**src/nbmc_pkg.sv**
```systemverilog
package nbmc_pkg;

  // Address widths: nibble address in, byte address out
  localparam int NIB_AW  = 20;
  localparam int BYTE_AW = 19;

  // Configuration targets carried by a configuration command
  localparam logic [2:0] CFG_CTRL  = 3'h0;
  localparam logic [2:0] CFG_EXTRA = 3'h1;
  localparam logic [2:0] CFG_CARD1 = 3'h2;
  localparam logic [2:0] CFG_CARD2 = 3'h3;
  localparam logic [2:0] CFG_RAM   = 3'h4;

  // Device select codes; soft selects 0..3 are also config slot indices
  localparam logic [2:0] SEL_EXTRA = 3'h0;
  localparam logic [2:0] SEL_CARD1 = 3'h1;
  localparam logic [2:0] SEL_CARD2 = 3'h2;
  localparam logic [2:0] SEL_RAM   = 3'h3;
  localparam logic [2:0] SEL_ROM   = 3'h4;
  localparam int         NUM_SOFT  = 4;

  // Smallest window is 4K nibbles, so the low twelve mask bits never compare
  localparam logic [19:0] MASK_KEEP     = 20'hFF000;
  // Control window is 64 nibbles
  localparam logic [19:0] CTRL_WIN_MASK = 20'hFFFC0;

  // Control window offsets (nibbles) and fields
  localparam logic [5:0] OFF_CARD_CTL  = 6'h0E;
  localparam logic [5:0] OFF_CARD_STAT = 6'h0F;
  localparam logic [5:0] OFF_LINE_LO   = 6'h28;
  localparam logic [5:0] OFF_LINE_HI   = 6'h29;
  localparam int         ADDR_EXTEND_ENABLE_BIT      = 3;
  localparam int         M32_BIT       = 2;
  localparam logic [3:0] CARD_CTL_RST  = 4'h0;
  localparam logic [5:0] LINE_CNT_RST  = 6'h00;

  // Synchroniser vector layout
  localparam int SY_SENSE = 0;
  localparam int SY_DATA  = 9;
  localparam int SY_ON    = 17;
  localparam int SY_CWE   = 18;
  localparam int SY_CDET  = 20;
  localparam int SY_PWR   = 22;
  localparam int SY_W     = 23;
  localparam int SYNC_LAG = 4;

  // Timing
  localparam int CLK_NS        = 10;
  localparam int MEM_RD_NS     = 150;
  localparam int MEM_WR_NS     = 100;
  localparam int KEY_SETTLE_NS = 2000;
  localparam logic [7:0] RD_CYC  = 8'((MEM_RD_NS + CLK_NS - 1) / CLK_NS + SYNC_LAG);
  localparam logic [7:0] WR_CYC  = 8'((MEM_WR_NS + CLK_NS - 1) / CLK_NS);
  localparam logic [7:0] KEY_CYC = 8'((KEY_SETTLE_NS + CLK_NS - 1) / CLK_NS + SYNC_LAG);

  typedef enum logic [2:0] {
    ST_IDLE  = 3'b000,
    ST_READ  = 3'b001,
    ST_WRITE = 3'b010,
    ST_HOLD  = 3'b011,
    ST_POLL  = 3'b100
  } state_e;

endpackage : nbmc_pkg

```
**src/nibble_bus_memory_controller.sv**
```systemverilog
`timescale 1ns/1ps
module nibble_bus_memory_controller
  import nbmc_pkg::*;
(
  input  wire logic              i_clk,
  input  wire logic              i_rst,
  input  wire logic              i_bus_reset,
  input  wire logic              i_cfg_valid,
  input  wire logic [2:0]        i_cfg_id,
  input  wire logic [19:0]       i_cfg_data,
  input  wire logic              i_req,
  input  wire logic              i_we,
  input  wire logic [19:0]       i_addr,
  input  wire logic [3:0]        i_wdata,
  output logic                   o_ack,
  output logic [3:0]             o_rdata,
  output logic                   o_wait,
  input  wire logic              i_rom_redirect_debug_mode,
  output logic                   o_ext_select,
  output logic                   o_ext_we,
  output logic [19:0]            o_ext_addr,
  output logic [3:0]             o_ext_wdata,
  input  wire logic [3:0]        i_ext_nibble,
  input  wire logic              i_timer_bit2,
  input  wire logic              i_in_reg_read,
  input  wire logic              i_out_reg_we,
  input  wire logic [11:0]       i_out_reg_data,
  output logic [8:0]             o_key_sense_lines,
  output logic                   o_beeper_pad,
  input  wire logic              i_on_key_line,
  output logic                   o_on_key_nmi,
  output logic                   o_wake_request,
  input  wire logic [1:0]        i_card_write_ok,
  input  wire logic [1:0]        i_card_detect,
  input  wire logic              i_card_power_rail,
  output logic [17:0]            o_mem_byte_addr,
  output logic [17:0]            o_mem_byte_addr_oe,
  input  wire logic [8:0]        i_key_sense_lines,
  output logic [7:0]             o_mem_byte_lines,
  output logic                   o_mem_byte_lines_oe,
  input  wire logic [7:0]        i_mem_byte_lines,
  output logic                   o_boot_rom_select_n,
  output logic                   o_ram_select_n,
  output logic                   o_extra_select_n,
  output logic                   o_card1_select,
  output logic                   o_card2_select,
  output logic                   o_write_strobe_n
);

  typedef struct packed {
    state_e                        state;
    logic [7:0]                    cnt;
    logic                          ack;
    logic [3:0]                    rdata;
    logic [NUM_SOFT-1:0][19:0]     mask;
    logic [NUM_SOFT-1:0][19:0]     base;
    logic [NUM_SOFT-1:0]           have_mask;
    logic [NUM_SOFT-1:0]           cfgd;
    logic [19:0]                   ctrl_base;
    logic                          ctrl_cfgd;
    logic [19:0]                   addr;
    logic                          we;
    logic [3:0]                    wdata;
    logic [2:0]                    sel;
    logic                          buf_valid;
    logic [2:0]                    buf_sel;
    logic [18:0]                   buf_addr;
    logic [7:0]                    buf_data;
    logic                          ext_sel;
    logic [3:0]                    card_ctl;
    logic [5:0]                    line_cnt;
    logic                          m32;
    logic                          addr_extend_enable;
    logic                          tmr_prev;
    logic                          poll_pend;
    logic [8:0]                    out_pend;
    logic [8:0]                    key_drive;
    logic [8:0]                    key_sense;
    logic                          beeper;
    logic                          on_prev;
    logic                          nmi;
    logic [SY_W-1:0]               s1;
    logic [SY_W-1:0]               s2;
    logic [SY_W-1:0]               s3;
    logic [SY_W-1:0]               filt;
  } ctl_s;

  ctl_s q;
  ctl_s n;

  logic [SY_W-1:0]     pins;
  logic [SY_W-1:0]     filt_next;
  logic [NUM_SOFT-1:0] soft_hit;
  logic                ctrl_hit;
  logic [2:0]          pick;
  logic                pwr;
  logic                mem_busy;
  logic                polling;
  logic [18:0]         req_byte;

  assign pins = {i_card_power_rail, i_card_detect, i_card_write_ok, i_on_key_line,
                 i_mem_byte_lines, i_key_sense_lines};

  // Take a new value only once the second and third stages agree
  genvar gi;
  generate
    for (gi = 0; gi < SY_W; gi++) begin : g_filt
      assign filt_next[gi] = (q.s2[gi] == q.s3[gi]) ? q.s3[gi] : q.filt[gi];
    end
    for (gi = 0; gi < NUM_SOFT; gi++) begin : g_hit
      assign soft_hit[gi] = q.cfgd[gi] && (((i_addr ^ q.base[gi]) & q.mask[gi]) == 20'h00000);
    end
  endgenerate

  assign ctrl_hit = q.ctrl_cfgd && (((i_addr ^ q.ctrl_base) & CTRL_WIN_MASK) == 20'h00000);

  always_comb begin
    if (soft_hit[SEL_RAM[1:0]]) begin
      pick = SEL_RAM;
    end else if (soft_hit[SEL_CARD2[1:0]]) begin
      pick = SEL_CARD2;
    end else if (soft_hit[SEL_CARD1[1:0]]) begin
      pick = SEL_CARD1;
    end else if (soft_hit[SEL_EXTRA[1:0]]) begin
      pick = SEL_EXTRA;
    end else begin
      pick = SEL_ROM;
    end
  end

  assign req_byte = i_addr[19:1];

  always_comb begin
    n         = q;
    n.ack     = 1'b0;
    n.ext_sel = 1'b0;
    n.nmi     = 1'b0;
    n.s1      = pins;
    n.s2      = q.s1;
    n.s3      = q.s2;
    n.filt    = filt_next;

    // poll tick from timer bit 2
    n.tmr_prev = i_timer_bit2;
    if ((i_timer_bit2 && !q.tmr_prev) || i_in_reg_read) begin
      n.poll_pend = 1'b1;
    end

    if (i_out_reg_we) begin
      n.out_pend = i_out_reg_data[8:0];
      n.beeper   = i_out_reg_data[11];
    end

    n.on_prev = q.filt[SY_ON];
    if (q.filt[SY_ON] && !q.on_prev) begin
      n.nmi = 1'b1;
    end

    if (i_cfg_valid) begin
      if (i_cfg_id == CFG_CTRL) begin
        n.ctrl_base = i_cfg_data;
        n.ctrl_cfgd = 1'b1;
      end else if (i_cfg_id <= CFG_RAM) begin
        if (!q.have_mask[2'(i_cfg_id - 3'h1)]) begin
          n.mask[2'(i_cfg_id - 3'h1)]      = i_cfg_data & MASK_KEEP;
          n.have_mask[2'(i_cfg_id - 3'h1)] = 1'b1;
        end else begin
          n.base[2'(i_cfg_id - 3'h1)]      = i_cfg_data;
          n.cfgd[2'(i_cfg_id - 3'h1)]      = 1'b1;
          n.have_mask[2'(i_cfg_id - 3'h1)] = 1'b0;
        end
      end
      // Stale byte may belong to a device that just moved
      n.buf_valid = 1'b0;
    end

    if (i_bus_reset) begin
      n.cfgd      = '0;
      n.have_mask = '0;
      n.ctrl_cfgd = 1'b0;
      n.buf_valid = 1'b0;
    end

    unique case (q.state)
      ST_IDLE: begin
        // memory request ahead of key poll
        if (i_req && !q.ack) begin
          n.addr  = i_addr;
          n.we    = i_we;
          n.wdata = i_wdata;
          n.sel   = pick;
          if (ctrl_hit) begin
            n.ack   = 1'b1;
            n.rdata = 4'h0;
            if (i_we) begin
              if (i_addr[5:0] == OFF_CARD_CTL) begin
                n.card_ctl = i_wdata;
              end else if (i_addr[5:0] == OFF_LINE_LO) begin
                n.line_cnt[3:0] = i_wdata;
              end else if (i_addr[5:0] == OFF_LINE_HI) begin
                n.line_cnt[5:4] = i_wdata[1:0];
                n.m32           = i_wdata[M32_BIT];
                n.addr_extend_enable          = i_wdata[ADDR_EXTEND_ENABLE_BIT];
              end
            end else begin
              if (i_addr[5:0] == OFF_CARD_CTL) begin
                n.rdata = q.card_ctl;
              end else if (i_addr[5:0] == OFF_CARD_STAT) begin
                n.rdata = {q.filt[SY_CWE +: 2], q.filt[SY_CDET +: 2]};
              end else if (i_addr[5:0] == OFF_LINE_LO) begin
                n.rdata = q.line_cnt[3:0];
              end else if (i_addr[5:0] == OFF_LINE_HI) begin
                n.rdata = {q.addr_extend_enable, q.m32, q.line_cnt[5:4]};
              end
            end
          end else if ((pick == SEL_EXTRA && q.addr_extend_enable) ||
                       (pick == SEL_ROM && i_rom_redirect_debug_mode)) begin
            n.ext_sel = 1'b1;
            n.ack     = 1'b1;
            n.rdata   = i_ext_nibble;
          end else if (i_we && ((pick == SEL_ROM) ||
                       (pick == SEL_CARD1 && !q.filt[SY_CWE]) ||
                       (pick == SEL_CARD2 && !q.filt[SY_CWE + 1]))) begin
            n.ack = 1'b1;
          end else if (q.buf_valid && q.buf_sel == pick && q.buf_addr == req_byte) begin
            if (i_we) begin
              if (i_addr[0]) begin
                n.buf_data[7:4] = i_wdata;
              end else begin
                n.buf_data[3:0] = i_wdata;
              end
              n.state = ST_WRITE;
              n.cnt   = WR_CYC;
            end else begin
              n.ack   = 1'b1;
              n.rdata = i_addr[0] ? q.buf_data[7:4] : q.buf_data[3:0];
            end
          end else begin
            n.buf_valid = 1'b0;
            n.buf_sel   = pick;
            n.buf_addr  = req_byte;
            n.state     = ST_READ;
            n.cnt       = RD_CYC;
          end
        end else if (q.poll_pend) begin
          // A trigger arriving in this same cycle must not be lost
          n.poll_pend = (i_timer_bit2 && !q.tmr_prev) || i_in_reg_read;
          n.key_drive = q.out_pend;
          n.state     = ST_POLL;
          n.cnt       = KEY_CYC;
        end
      end
      ST_READ: begin
        n.cnt = q.cnt - 8'h01;
        if (q.cnt == 8'h00) begin
          n.buf_data  = q.filt[SY_DATA +: 8];
          n.buf_valid = 1'b1;
          if (q.we) begin
            if (q.addr[0]) begin
              n.buf_data[7:4] = q.wdata;
            end else begin
              n.buf_data[3:0] = q.wdata;
            end
            n.state = ST_WRITE;
            n.cnt   = WR_CYC;
          end else begin
            n.ack   = 1'b1;
            n.rdata = q.addr[0] ? q.filt[SY_DATA + 4 +: 4] : q.filt[SY_DATA +: 4];
            n.state = ST_IDLE;
          end
        end
      end
      ST_WRITE: begin
        n.cnt = q.cnt - 8'h01;
        if (q.cnt == 8'h00) begin
          n.state = ST_HOLD;
        end
      end
      ST_HOLD: begin
        // Data held one cycle past strobe release
        n.ack   = 1'b1;
        n.state = ST_IDLE;
      end
      ST_POLL: begin
        n.cnt = q.cnt - 8'h01;
        if (q.cnt == 8'h00) begin
          n.key_sense = q.filt[SY_SENSE +: 9];
          n.state     = ST_IDLE;
        end
      end
      default: begin
        n.state = ST_IDLE;
      end
    endcase
  end

  always_ff @(posedge i_clk) begin
    if (i_rst) begin
      q          <= '0;
      q.card_ctl <= CARD_CTL_RST;
      q.line_cnt <= LINE_CNT_RST;
    end else begin
      q <= n;
    end
  end

  assign pwr      = q.filt[SY_PWR];
  assign mem_busy = (q.state == ST_READ) || (q.state == ST_WRITE) || (q.state == ST_HOLD);
  assign polling  = (q.state == ST_POLL);

  // wait through polls and memory cycles
  assign o_wait       = q.state != ST_IDLE;
  assign o_ack        = q.ack;
  assign o_rdata      = q.rdata;
  assign o_ext_select = q.ext_sel;
  assign o_ext_we     = q.we;
  assign o_ext_addr   = q.addr;
  assign o_ext_wdata  = q.wdata;

  assign o_key_sense_lines = q.key_sense;
  assign o_beeper_pad      = q.beeper;
  assign o_on_key_nmi      = q.nmi;
  assign o_wake_request    = q.nmi;

  always_comb begin
    if (!pwr) begin
      o_mem_byte_addr    = 18'h00000;
      o_mem_byte_addr_oe = 18'h3FFFF;
    end else if (polling) begin
      o_mem_byte_addr    = {q.key_drive, 9'h000};
      o_mem_byte_addr_oe = {9'h1FF, 9'h000};
    end else begin
      o_mem_byte_addr    = q.buf_addr[17:0];
      o_mem_byte_addr_oe = 18'h3FFFF;
    end
  end

  assign o_mem_byte_lines    = pwr ? q.buf_data : 8'h00;
  assign o_mem_byte_lines_oe = !pwr || (q.state == ST_WRITE) || (q.state == ST_HOLD);
  assign o_write_strobe_n    = pwr && (q.state != ST_WRITE);
  assign o_boot_rom_select_n = pwr && !(mem_busy && q.buf_sel == SEL_ROM);
  assign o_ram_select_n      = pwr && !(mem_busy && q.buf_sel == SEL_RAM);
  assign o_card1_select      = pwr && mem_busy && q.buf_sel == SEL_CARD1;
  assign o_card2_select      = pwr && mem_busy && q.buf_sel == SEL_CARD2;
  // extension turns pin into inverted bit 18
  assign o_extra_select_n    = pwr && (q.addr_extend_enable ? !q.buf_addr[18] :
                                       !(mem_busy && q.buf_sel == SEL_EXTRA));

endmodule : nibble_bus_memory_controller

```
**config.mk**
```make
export PLATFORM = sky130hd
export DESIGN_NAME = nibble_bus_memory_controller
export DESIGN_NICKNAME = d
export VERILOG_FILES = /design/src/nbmc_pkg.sv /design/src/nibble_bus_memory_controller.sv
export SDC_FILE = /design/constraint.sdc
export NUM_CORES = 1
export LEC_CHECK = 0
export BUFFER_PORTS_ARGS = -buffer_cell sky130_fd_sc_hd__buf_2
export CAP_MARGIN = 30
export CORE_ASPECT_RATIO = 0.6
export CORE_MARGIN = 2
export CORE_UTILIZATION = 45
export DETAILED_ROUTE_END_ITERATION = 12
export PLACE_DENSITY = 0.7
export SLEW_MARGIN = 20
export SYNTH_ARGS = -nofsm -noshare
export SYNTH_HDL_FRONTEND = slang
export SYNTH_SLANG_ARGS = --single-unit
```
**constraint.sdc**
```tcl
create_clock -name i_clk -period 4.8 [get_ports i_clk]
set_input_delay 0.96 -clock i_clk [delete_from_list [all_inputs] [get_ports i_clk]]
set_output_delay 0.96 -clock i_clk [all_outputs]
set_load 0.005 [all_outputs]
```
==> results.ini <==
[sta]
setup_violations=0
fmax_mhz=279.3
slew_viol_final=0
finalCritPeriodShare_pct=74.59
worst_pin_slew_ps=994.5
final.setup.tns_ps=0
period_needed_ps=3580
rsz0062_at_grt=false
final-hold-violation-count=0
slew_headroom_pct=33.09
finClkSkew_ps=9.952

[pwr]
p_leak_nw=6.164
cellPowerDensity_nw_per_um2=366.7
ir_drop_mv=0.2421
fin_total_pwr_mw=5.235

[clock_tree]
htreeDepth=1
insertion_delay_ps=560
cts.reportedPaths.clkPinSlew_ps=60
cts_resized=0
ctsHoldBuffers=0
cts_sinks=296
cts.path.max_buffers=3
post_cts_buffers=0
cts_buffers=28
root_buffer=clkbuf_16
cts_tree=yes

[die]
die_h_um=134.4
die_w_um=221.3
rows=47
initial_core_util_pct=46.03
ioPinCount=191
dieArea_um2=29740
core_um2=27700

[critical_path]
arrival_ps=4010
timing.rr.start=q[244]
worstReg2RegEnd=q[145]
cp-start-kind=primary input
rrSetupSlack_ps=1590
critPathMaxFanout=14
crit_chain=buf_2, xor2_1, a22oi_1, nand3_1, nand4b_1, a2111oi_4, a211oi_4, nand3_2, buf_12, mux2i_1, nor2_1
crit_end=q[145]
r2r_cells=10
crit_path_end_kind=register
worstSetupStartpoint=i_addr[19]
critical_path_required_ps=5230
crit_type=primary input to register
slowest_stage=a2111oi_4
slowest_delay_ps=850

[yosys]
synth_cell_type_count=71
yosysTopAreaCell=dfxtp_1
netlist_area_um2=12750
yosysWarningCount=0
synthesis.instances=1429
synth_area_leaders=dfxtp_1 46%, mux2i_1 9.7%, a21oi_1 5.1%
synth-main-ff-cell=dfxtp_1
synth_top_area_share_pct=46.48
ys_seq_area_share_pct=46.48
synth_edf_count=0
async_flop_share_pct=0
synth_seq_cells=296
synth.avg_cell_area_um2=8.921

[route]
via_per_inst=5.401
drc_errors=0
drt_pass1_iterations=5
vias=10250
ant_nets=0
first_iter_violations=975
post_drt_wl_per_cell_um=17.72
wirelength_um=33620

[worst_hold_path]
worstHoldPathType=register to register
whs_path_depth=1

[job]
maxCapViolations=0

[layout]
n_fill_cell=2566
final_cell_mix=296 x dfxtp_1, 172 x buf_2, 166 x nand2_1
final_common_cell=dfxtp_1
final_net_count=1607
drive_above_1_share_pct=16.19
area_growth_pct=11.99

[global_routing]
grt_max_degree=88
gr-total-overflow=0
grtUsageTotal_pct=21.86
grt_antenna_before_repair=4
grt_pass1_vias=9477
grt_pass1_wl_um=52070

[placement]
place_congestion=0.8763
io_buffers=173
dpl.hpwl_um=24020

[outcome]
run_status=completed

final cells by class:
class	instances	area (um^2)	share of cell area, %
Antenna cell	4	10.01	0.07011
Timing Repair Buffer	183	962.2	6.739
Clock buffer	43	797.0	5.582
Tap cell	367	459.2	3.216
Clock inverter	7	53.80	0.3768
Inverter	17	63.81	0.4469
Multi-Input combinational cell	980	6006	42.06
Sequential cell	296	5926	41.50
through the flow:
stage | hold WS [ps] | area, um^2 | cells | utilization [%] | setup WS [ps]
5_1_grt | 398.7 | 14270 | 1893 | 51.51 | 1121
6_report | 381.9 | 14280 | 1897 | 51.55 | 1220
3_3_place_gp | 372.8 | 13410 | 1842 | 48.41 | 826.4
4_1_cts | 383.0 | 14270 | 1893 | 51.51 | 1299
3_5_place_dp | 373.2 | 13420 | 1843 | 48.44 | 730.9
2_1_floorplan | 367.4 | 12780 | 1437 | - | 1644
worst max-delay path: cells and delay by family:
family / cells / cell delay [ps]
compound gates: 3 / 1220
simple gates: 4 / 980
xor+xnor: 1 / 200
buf+inv: 2 / 430
mux: 1 / 210
cells in the mapped netlist, types with 5 or more instances:
library cell,n
and2_1,14
or3_1,6
nor2_1,154
a211oi_1,9
xnor2_1,16
and3_1,15
ha_1,5
mux2i_1,123
a31oi_1,5
dfxtp_1,296
clkbuf_1,72
a222oi_1,5
nand2b_1,10
buf_4,59
inv_1,17
nand3_1,30
nand4_1,8
nand2_1,166
o21ai_0,41
xor2_1,51
nor3_1,13
nor2b_1,75
nor4_1,6
buf_2,7
a21oi_1,130
a22oi_1,11
worst min path at each step:
stage               start      endpoint  slack (ps)
floorplan           q[93]  o_on_key_nmi         370
global placement    q[93]  o_on_key_nmi         370
detailed placement  q[93]  o_on_key_nmi         370
CTS                 q[93]  o_on_key_nmi         380
global route        q[93]  o_on_key_nmi         400
finish              q[93]  o_on_key_nmi         380
state kept, by name, summed over array words and instances, names as in the netlist, named ones only:
name / cells
n: 47
o_ack: 1
o_beeper_pad: 1
o_ext_addr: 20
o_ext_select: 1
o_ext_wdata: 4
o_ext_we: 1
o_key_sense_lines: 9
o_on_key_nmi: 1
o_rdata: 4
pwr: 1
q: 202
metal layers:
metal	track usage, %	vias to the layer above	part of all wire (%)
met5	0	-	0
met4	4.101	0	1.6
met3	4.819	48	8.4
met2	31.81	397	41
met1	33.06	4868	49
li1	-	4932	-
cell families (layout without fill, tap and decap cells):
kind of cell	count (synthesis)	count (layout)	synth area share, %
other	1	13	0.02942
AOI/OAI and AO/OA	250	250	12.17
and+or+nand+nor	521	521	19.37
muxes	128	128	10.19
DFF	296	296	46.48
buffers and inverters	161	250	6.664
xor gates and xnor gates	67	67	4.603
adders and majority gates	5	5	0.4907
where the power goes:
part	leakage (nW)	total, mW	switching [mW]	internal [mW]
clock network	0.406	2.09	0.944	1.14
logic	3.35	0.545	0.351	0.194
registers	2.41	2.60	0.0602	2.54
total	6.16	5.23	1.35	3.88
Note: power is estimated with default switching activity, not from simulation.
